===== src/core/dpmc_pkg.sv =====
/*
 * Constants for the dual-port mailbox and burst counter control block.
 * Assumes a single 200 MHz clock shared by both port controllers.
 */
// Operation
// RL1: Counter flag goes low when an increment leaves all unmasked counter bits at one.
// RL2: After max count, clear unmasked bits if wrap choice low, else reload mirror.
// RL3: Flow-through select high gives flow-through mode, low gives pipelined mode.
// RL4: Global reset acts asynchronously and hits both ports at once; here the pin is first synchronised to REF_CLK.
// RL5: Global reset clears counters to zero and sets masks to all ones.
// RL6: Global reset forces mailbox and counter flags high.
// RL7: System applies global reset after power-up before trusting counter or mailbox.
// RL8: Top address is right mailbox, next lower is left mailbox.
// RL9: Writing the opposite port's mailbox drives the owner's flag low.
// RL10: Mailbox set or clear needs at least one byte lane enabled.
// RL11: Owner's valid read of its own mailbox returns its flag high.
// RL12: Flags update unpipelined, on the writing or reading port's edge.
// RL13: Reading other mailbox never clears; writing own mailbox never sets.
// RL14: Chip select active when low select low and high select high.
// RL15: Counter select high and clear low zero the unmasked counter bits.
// RL16: Counter select, clear high, load low, advance low loads counter from address.
// RL17: Counter select, clear high, load low, advance high reads counter back.
// RL18: Counter select, clear high, load high, advance low increments counter.
// RL19: All four controls high hold the counter unchanged.
// RL20: Mask select low with clear low sets mask to all ones.
// RL21: Mask select, clear high, load low, advance low loads mask from address.
// RL22: Mask select, clear high, load low, advance high reads mask back.
// RL23: Counter and mask controls sample on own clock, ignoring chip selects.
// RL24: Undefined mask combination with load high holds all registers.
package dpmc_pkg;
    localparam int ADDR_W      = 18;
    localparam int BYTE_LANES  = 8;
    localparam int SYNC_STAGES = 3;
    localparam logic [ADDR_W-1:0] RIGHT_MBOX_OFS = 18'h00000;
    localparam logic [ADDR_W-1:0] LEFT_MBOX_OFS  = 18'h00001;

    typedef enum logic [2:0] {
        DPMC_OP_HOLD    = 3'b000,
        DPMC_OP_CLEAR   = 3'b001,
        DPMC_OP_LOAD    = 3'b010,
        DPMC_OP_READ    = 3'b011,
        DPMC_OP_INCR    = 3'b100,
        DPMC_OP_MCLEAR  = 3'b101,
        DPMC_OP_MLOAD   = 3'b110,
        DPMC_OP_MREAD   = 3'b111
    } dpmc_op_t;
endpackage


===== src/core/dpmc_top.sv =====
/*
 * Per-port counter control and the two mailbox flags of a dual-port RAM.
 * Assumes both host controllers run on REF_CLK; the global reset pin is
 * asynchronous and is synchronised here before use.
 */
`timescale 1ns/1ps
module dpmc_top #(
    parameter int AW = dpmc_pkg::ADDR_W,
    parameter int BW = dpmc_pkg::BYTE_LANES
) (
    input  wire logic          REF_CLK,
    input  wire logic          SRST,
    input  wire logic          CE,
    input  wire logic          GLOBAL_RESET_INPUT_N,
    input  wire logic [1:0]    LOW_ACTIVE_SELECT_N,
    input  wire logic [1:0]    HIGH_ACTIVE_SELECT,
    input  wire logic [1:0]    READ_NOT_WRITE,
    input  wire logic [2*BW-1:0] BYTE_LANE_ENABLE_N,
    input  wire logic [2*AW-1:0] ADDR_IN,
    input  wire logic [1:0]    COUNTER_OR_MASK_SELECT,
    input  wire logic [1:0]    COUNTER_CLEAR_INPUT_N,
    input  wire logic [1:0]    LOAD_STROBE_N,
    input  wire logic [1:0]    COUNT_ADVANCE_ENABLE_N,
    input  wire logic [1:0]    WRAP_CHOICE_INPUT,
    input  wire logic [1:0]    BLOCK_REPLAY_INPUT,
    input  wire logic [1:0]    FLOW_THROUGH_SELECT,
    output logic      [2*AW-1:0] ADDR_OUT,
    output logic      [1:0]    ADDR_OE,
    output logic      [2*AW-1:0] COUNTER_ADDR,
    output logic      [1:0]    COUNTER_WRAP_FLAG_N,
    output logic      [1:0]    FLOW_THROUGH_MODE,
    output logic      [1:0]    DATA_OE,
    output logic               LEFT_MAILBOX_FLAG_N,
    output logic               RIGHT_MAILBOX_FLAG_N
);
    // --------------------------------------------------------------
    // Global reset synchroniser
    // --------------------------------------------------------------
    logic [dpmc_pkg::SYNC_STAGES-1:0] grst_sync_r, grst_sync_nxt;
    logic                             grst_r, grst_nxt;
    logic                             rst_all;

    always_comb begin
        grst_sync_nxt = {grst_sync_r[dpmc_pkg::SYNC_STAGES-2:0], GLOBAL_RESET_INPUT_N};
        grst_nxt      = grst_r;
        // A change counts once the last two stages agree.
        if (grst_sync_r[2] == grst_sync_r[1])
            grst_nxt = ~grst_sync_r[2];
    end

    always_ff @(posedge REF_CLK) begin
        if (SRST) begin
            grst_sync_r <= '0;
            grst_r      <= 1'b1;
        end else if (CE) begin
            grst_sync_r <= grst_sync_nxt;
            grst_r      <= grst_nxt;
        end
    end

    // RL4 both ports reset
    assign rst_all = SRST | grst_r;

    // --------------------------------------------------------------
    // Per-port counters and chip select
    // --------------------------------------------------------------
    logic [1:0] sel_act;
    logic [1:0] sel_d_r, sel_d_nxt, sel_dd_r, sel_dd_nxt;

    genvar p;
    generate
        for (p = 0; p < 2; p++) begin : g_port
            // RL14 combined select
            assign sel_act[p] = ~LOW_ACTIVE_SELECT_N[p] & HIGH_ACTIVE_SELECT[p];
            // RL23 no chip select
            dpmc_port_ctr #(.AW(AW)) u_ctr (
                .clk         (REF_CLK),
                .rst         (rst_all),
                .ce          (CE),
                .cnt_sel     (COUNTER_OR_MASK_SELECT[p]),
                .clr_n       (COUNTER_CLEAR_INPUT_N[p]),
                .load_n      (LOAD_STROBE_N[p]),
                .adv_n       (COUNT_ADVANCE_ENABLE_N[p]),
                .wrap_choice (WRAP_CHOICE_INPUT[p]),
                .addr_in     (ADDR_IN[p*AW +: AW]),
                .addr_out    (ADDR_OUT[p*AW +: AW]),
                .addr_oe     (ADDR_OE[p]),
                .counter     (COUNTER_ADDR[p*AW +: AW]),
                .wrap_flag_n (COUNTER_WRAP_FLAG_N[p])
            );
            // RL3 mode select
            assign FLOW_THROUGH_MODE[p] = FLOW_THROUGH_SELECT[p];
            // Read data window: one cycle after the select edge, or two when pipelined.
            // A later write command must not cut the window of an earlier read.
            assign DATA_OE[p] = ~ADDR_OE[p] &
                                (FLOW_THROUGH_SELECT[p] ? sel_d_r[p] : sel_dd_r[p]);
        end
    endgenerate

    always_comb begin
        sel_d_nxt  = sel_act & READ_NOT_WRITE;
        sel_dd_nxt = sel_d_r;
    end

    always_ff @(posedge REF_CLK) begin
        if (rst_all) begin
            sel_d_r  <= 2'b00;
            sel_dd_r <= 2'b00;
        end else if (CE) begin
            sel_d_r  <= sel_d_nxt;
            sel_dd_r <= sel_dd_nxt;
        end
    end

    // --------------------------------------------------------------
    // Mailbox flags
    // --------------------------------------------------------------
    // Port 0 is left, port 1 is right.
    logic [AW-1:0] right_mbox, left_mbox;
    logic [1:0]    lane_ok;
    logic [1:0]    hit_right, hit_left;
    logic          lflag_r, lflag_nxt, rflag_r, rflag_nxt;

    // RL8 mailbox addresses
    assign right_mbox = {AW{1'b1}} - dpmc_pkg::RIGHT_MBOX_OFS;
    assign left_mbox  = {AW{1'b1}} - dpmc_pkg::LEFT_MBOX_OFS;

    always_comb begin
        // RL10 byte lane gate
        lane_ok[0] = ~&BYTE_LANE_ENABLE_N[BW-1:0];
        lane_ok[1] = ~&BYTE_LANE_ENABLE_N[2*BW-1:BW];
        hit_right[0] = sel_act[0] & lane_ok[0] & (ADDR_IN[AW-1:0] == right_mbox);
        hit_right[1] = sel_act[1] & lane_ok[1] & (ADDR_IN[2*AW-1:AW] == right_mbox);
        hit_left[0]  = sel_act[0] & lane_ok[0] & (ADDR_IN[AW-1:0] == left_mbox);
        hit_left[1]  = sel_act[1] & lane_ok[1] & (ADDR_IN[2*AW-1:AW] == left_mbox);
        lflag_nxt = lflag_r;
        rflag_nxt = rflag_r;
        // RL11 owner read clears
        if (hit_right[1] & READ_NOT_WRITE[1])
            rflag_nxt = 1'b1;
        if (hit_left[0] & READ_NOT_WRITE[0])
            lflag_nxt = 1'b1;
        // RL9 RL13 opposite write sets, set wins
        if (hit_right[0] & ~READ_NOT_WRITE[0])
            rflag_nxt = 1'b0;
        if (hit_left[1] & ~READ_NOT_WRITE[1])
            lflag_nxt = 1'b0;
    end

    // RL12 unpipelined flag update
    always_ff @(posedge REF_CLK) begin
        if (rst_all) begin
            lflag_r <= 1'b1;
            rflag_r <= 1'b1;
        end else if (CE) begin
            lflag_r <= lflag_nxt;
            rflag_r <= rflag_nxt;
        end
    end

    assign LEFT_MAILBOX_FLAG_N  = lflag_r;
    assign RIGHT_MAILBOX_FLAG_N = rflag_r;
endmodule


===== src/core/dpmc_port_ctr.sv =====
/*
 * One port's burst counter, mirror and mask registers with readback and wrap flag.
 * Assumes control inputs are already on this clock and reset is synchronised.
 */
`timescale 1ns/1ps
module dpmc_port_ctr #(
    parameter int AW = dpmc_pkg::ADDR_W
) (
    input  wire logic          clk,
    input  wire logic          rst,
    input  wire logic          ce,
    input  wire logic          cnt_sel,
    input  wire logic          clr_n,
    input  wire logic          load_n,
    input  wire logic          adv_n,
    input  wire logic          wrap_choice,
    input  wire logic [AW-1:0] addr_in,
    output logic      [AW-1:0] addr_out,
    output logic               addr_oe,
    output logic      [AW-1:0] counter,
    output logic               wrap_flag_n
);
    logic [AW-1:0] cnt_r, cnt_nxt, mir_r, mir_nxt, msk_r, msk_nxt, rd_r, rd_nxt;
    logic          oe_r, oe_nxt, flg_r, flg_nxt;
    logic [AW-1:0] inc_v, ones_v;
    dpmc_pkg::dpmc_op_t op;

    // --------------------------------------------------------------
    // Control decode
    // --------------------------------------------------------------
    always_comb begin
        if (cnt_sel) begin
            if (!clr_n)
                op = dpmc_pkg::DPMC_OP_CLEAR;
            else if (!load_n)
                op = adv_n ? dpmc_pkg::DPMC_OP_READ : dpmc_pkg::DPMC_OP_LOAD;
            else
                op = adv_n ? dpmc_pkg::DPMC_OP_HOLD : dpmc_pkg::DPMC_OP_INCR;
        end else begin
            if (!clr_n)
                op = dpmc_pkg::DPMC_OP_MCLEAR;
            else if (!load_n)
                op = adv_n ? dpmc_pkg::DPMC_OP_MREAD : dpmc_pkg::DPMC_OP_MLOAD;
            else
                op = dpmc_pkg::DPMC_OP_HOLD;
        end
    end

    // --------------------------------------------------------------
    // Register update
    // --------------------------------------------------------------
    always_comb begin
        // Only unmasked bits change; a masked bit 0 makes the step two.
        inc_v   = (cnt_r & ~msk_r) | (((cnt_r | ~msk_r) + {{(AW-1){1'b0}}, 1'b1}) & msk_r);
        ones_v  = cnt_r | ~msk_r;
        cnt_nxt = cnt_r;
        mir_nxt = mir_r;
        msk_nxt = msk_r;
        flg_nxt = flg_r;
        rd_nxt  = rd_r;
        oe_nxt  = 1'b0;
        case (op)
            // RL15 counter clear
            dpmc_pkg::DPMC_OP_CLEAR: begin
                cnt_nxt = cnt_r & ~msk_r;
                mir_nxt = mir_r & ~msk_r;
                flg_nxt = 1'b1;
            end
            // RL16 counter load
            dpmc_pkg::DPMC_OP_LOAD: begin
                cnt_nxt = addr_in;
                mir_nxt = addr_in;
                flg_nxt = 1'b1;
            end
            // RL17 counter readback
            dpmc_pkg::DPMC_OP_READ: begin
                rd_nxt = cnt_r;
                oe_nxt = 1'b1;
            end
            // RL18 counter increment
            dpmc_pkg::DPMC_OP_INCR: begin
                // RL2 wrap choice
                if (&ones_v)
                    cnt_nxt = wrap_choice ? mir_r : (cnt_r & ~msk_r);
                else
                    cnt_nxt = inc_v;
                // RL1 all ones flag
                flg_nxt = ~(&(cnt_nxt | ~msk_r));
            end
            // RL20 mask reset
            dpmc_pkg::DPMC_OP_MCLEAR: begin
                msk_nxt = '1;
                flg_nxt = 1'b1;
            end
            // RL21 mask load
            dpmc_pkg::DPMC_OP_MLOAD: begin
                msk_nxt = addr_in;
                flg_nxt = 1'b1;
            end
            // RL22 mask readback
            dpmc_pkg::DPMC_OP_MREAD: begin
                rd_nxt = msk_r;
                oe_nxt = 1'b1;
            end
            // RL19 RL24 hold all
            dpmc_pkg::DPMC_OP_HOLD: begin
                cnt_nxt = cnt_r;
            end
            default: begin
                cnt_nxt = cnt_r;
            end
        endcase
    end

    always_ff @(posedge clk) begin
        // RL5 RL6 reset values
        if (rst) begin
            cnt_r <= '0;
            mir_r <= '0;
            msk_r <= '1;
            flg_r <= 1'b1;
            rd_r  <= '0;
            oe_r  <= 1'b0;
        end else if (ce) begin
            cnt_r <= cnt_nxt;
            mir_r <= mir_nxt;
            msk_r <= msk_nxt;
            flg_r <= flg_nxt;
            rd_r  <= rd_nxt;
            oe_r  <= oe_nxt;
        end
    end

    assign addr_out    = rd_r;
    assign addr_oe     = oe_r;
    assign counter     = cnt_r;
    assign wrap_flag_n = flg_r;
endmodule


===== config.mk =====
export PLATFORM = sky130hd
export DESIGN_NAME = dpmc_top
export DESIGN_NICKNAME = d
export VERILOG_FILES = /design/src/core/dpmc_pkg.sv /design/src/core/dpmc_top.sv /design/src/core/dpmc_port_ctr.sv
export SDC_FILE = /design/constraint.sdc
export NUM_CORES = 1
export LEC_CHECK = 0
export BUFFER_PORTS_ARGS = -buffer_cell sky130_fd_sc_hd__buf_4
export CORE_MARGIN = 4
export CORE_UTILIZATION = 35
export DETAILED_ROUTE_END_ITERATION = 10
export PLACE_DENSITY = 0.59
export SLEW_MARGIN = 30
export SYNTH_ARGS = -nofsm -noshare
export SYNTH_HDL_FRONTEND = slang
export SYNTH_SLANG_ARGS = --single-unit

===== constraint.sdc =====
create_clock -name REF_CLK -period 5 [get_ports REF_CLK]
set_input_delay 1.25 -clock REF_CLK [delete_from_list [all_inputs] [get_ports REF_CLK]]
set_output_delay 1.25 -clock REF_CLK [all_outputs]
set_load 0.005 [all_outputs]

==> metrics.yaml <==
outcome: "finished, final reports clean"
post_dp_cell_area_sq_um: 10900
finalHoldViolCount: 0
grt_max_degree: 70
worst_setup_path_start_kind: "input pin"
io_pins: 158
fill_cells: 2680
tritoncts: "done"
track_usage_pct: 23.7
finalWorstSetupSlack_ps: 1300
syn_inst: 1226
gp_congestion: 0.959
floorplan.initialDensity_pct: 35.8
crit_fanout: 20
cap_violations: 0
numPortBuffers: 155
overflow: 0
synth.largest_area_cell: "dfxtp_1"
critPathKind: "in2reg"
postLayoutCellArea_sq_um: 11500
holdBufCountCts: 0
synthesis.nets: 1316
min_path_type: "reg2reg"
min_period_over_period_pct: 74.0
fmax_ghz: 0.270
pre_cts_slack_ps: 772
cts_max_level: 4
vias: 10100
die_w_microns: 172
die_area_sq_um: 29500
drv_slew: 0
cts_buffers: 17
peakVddDrop_v: 0.000141
die_h_microns: 172
dr.pass1.iters: 8
avgRoutedWirePerCell_microns: 21.0
cp.required_ps: 5370
ys_seq_area_share_pct: 33.7
place_hpwl_microns: 24900
power_mw: 2.80
leakagePower_nw: 4.24
cts.sinks: 158
yosys.area.top_type_share_pct: 33.7
tightest_slew_ps: 997
maxSlewHeadroom_pct: 33.5
cts_max_path_buffers: 2
crit_arrival_ps: 4070
hold_ws_ps: 489
drtIter0Drc: 984
synthFlopType: "dfxtp_1"
finClkSkew_ps: 15.5
dp.cells: 1661
grt_pass1_wl_microns: 55000
final_util_pct: 43.7
finalNetCount: 1435
reg2reg_slack_ps: 1400
vias_per_cell: 5.96
synthTopCellsByCount: "dfxtp_1 (158), nor2_1 (156), o21ai_0 (133)"
startpoint: "COUNT_ADVANCE_ENABLE_N[1]"
ant_nets: 0
synth_edf_count: 0
netlist_top_cells_area: "dfxtp_1 (34%), o21ai_0 (7.1%), nor2_1 (6.2%)"
drive_above_1_share_pct: 18.0
num_rows: 59
r2r_cells: 11
tns_ps: 0
path_clk_slew_ps: 80
synth.most_common_cell: "dfxtp_1"
grt_pass1_vias: 9406
syn_area_sq_um: 9370
diodes: 0
min_period_ps: 3700
wirelength_microns: 35500
rsz0062_at_grt: "no"
cts_resized: 0
avgSynthCellArea_sq_um: 7.64
area_growth_syn_to_layout_pct: 22.3
core_area_sq_um: 26200
async_flop_share_pct: 0
yosys_warnings: 0
stdcell_count: 1693
r2r-start: "g_port[0].u_ctr.counter[0]$_SDFFE_PP0P_"
antenna_found_initial: 0
ys_seq_elements: 158
clk_latency_ps: 440
setup_violations: 0
cts_root_buf: "clkbuf_16"
post_cts_buffers: 0
endpoint: "g_port[1].u_ctr.counter[8]$_SDFFE_PP0P_"
cp-end-kind: "register"
pwr_density_cell_nw_per_um2: 245
r2r_end: "g_port[0].u_ctr.wrap_flag_n$_SDFFE_PP1P_"
synth.distinct_cells: 64
post-route-drc-count: 0
[how the worst min path moves through the flow]
| stage | start | end | slack [ps] | depth (start not counted) |
|---|---|---|---|---|
| 3_5_place_dp | g_port[1].u_ctr.mir_r[6]$_SDFFE_PP0P_ | g_port[1].u_ctr.mir_r[6]$_SDFFE_PP0P_ | 470 | 2 |
| 2_1_floorplan | g_port[0].u_ctr.mir_r[8]$_SDFFE_PP0P_ | g_port[0].u_ctr.mir_r[8]$_SDFFE_PP0P_ | 450 | 2 |
| 5_1_grt | g_port[0].u_ctr.mir_r[8]$_SDFFE_PP0P_ | g_port[0].u_ctr.mir_r[8]$_SDFFE_PP0P_ | 510 | 2 |
| 6_report | g_port[0].u_ctr.mir_r[8]$_SDFFE_PP0P_ | g_port[0].u_ctr.mir_r[8]$_SDFFE_PP0P_ | 490 | 2 |
| 4_1_cts | g_port[0].u_ctr.mir_r[8]$_SDFFE_PP0P_ | g_port[0].u_ctr.mir_r[8]$_SDFFE_PP0P_ | 490 | 2 |
| 3_3_place_gp | g_port[0].u_ctr.mir_r[8]$_SDFFE_PP0P_ | g_port[0].u_ctr.mir_r[8]$_SDFFE_PP0P_ | 460 | 2 |
[critical path: stages]
cell and delay (ps):
buf_4 110, inv_1 50, o21ai_0 190, inv_1 160, ha_1 830, o21ai_0 390, o22ai_2 460, buf_4 310
o21ai_0 110, a31oi_1 190
[power by group]
group	internal [mW]	total (mW)	switching [mW]
Clock	0.654	1.27	0.615
Combinational	0.0969	0.276	0.179
Sequential	1.26	1.26	0.000567
[cell type report]
type                       instances  area [sq um]  area share [%]
clock inverter                    15           129            1.12
inverter                          44           165            1.44
sequential                       158          3160            27.6
timing repair buffer             189          1420            12.4
clock buffer                      17           425            3.71
tap                              335           419            3.66
multi-input combinational        935          5740            50.1
[flip-flops by register name, summed over array words and instances, names as in the netlist]
name,cells
grst_sync_r,3
g_port.u_ctr.msk_r,36
sel_d_r,2
g_port.u_ctr.mir_r,36
grst_r,1
g_port.u_ctr.wrap_flag_n,2
LEFT_MAILBOX_FLAG_N,1
g_port.u_ctr.addr_oe,2
g_port.u_ctr.addr_out,36
g_port.u_ctr.counter,36
RIGHT_MAILBOX_FLAG_N,1
sel_dd_r,2
[logic make-up (layout without fill, tap and decap cells)]
family	Yosys count	after routing	synth area share, %
XOR/XNOR	26	26	2.43
multiplexers	46	46	4.91
buffers and inverters	133	265	5.67
AND/OR/NAND/NOR	437	437	22.5
AO/OA/AOI/OAI	412	412	28.9
adder cells (fa/ha/maj)	14	14	1.87
flip-flops	158	158	33.7
[cell usage in the layout, fill, tap and decap left out, types with 16 or more instances in the layout]
| cell type | Yosys | final |
|---|---|---|
| nand2_1 | 81 | 81 |
| a31oi_1 | 26 | 26 |
| nor3_1 | 56 | 54 |
| a32oi_1 | 18 | 18 |
| o21ai_0 | 133 | 133 |
| xnor2_1 | 16 | 16 |
| nand4_1 | 18 | 18 |
| nor2b_1 | 33 | 33 |
| buf_4 | 7 | 189 |
| inv_1 | 44 | 44 |
| a21oi_1 | 53 | 53 |
| a211oi_1 | 38 | 38 |
| nor2_1 | 156 | 154 |
| a22oi_1 | 46 | 46 |
| mux2i_1 | 46 | 44 |
| nand3_1 | 17 | 17 |
| nand2b_1 | 25 | 24 |
| dfxtp_1 | 158 | 158 |
| clkbuf_16 | 0 | 17 |
[metal layers]
metal / track usage, % / wire (microns)
met3: 4.90 / 3250
met2: 35.8 / 15400
met1: 34.2 / 16100
met5: 0 / 0
met4: 6.34 / 739
No activity file was read; power rests on OpenSTA's default activity.
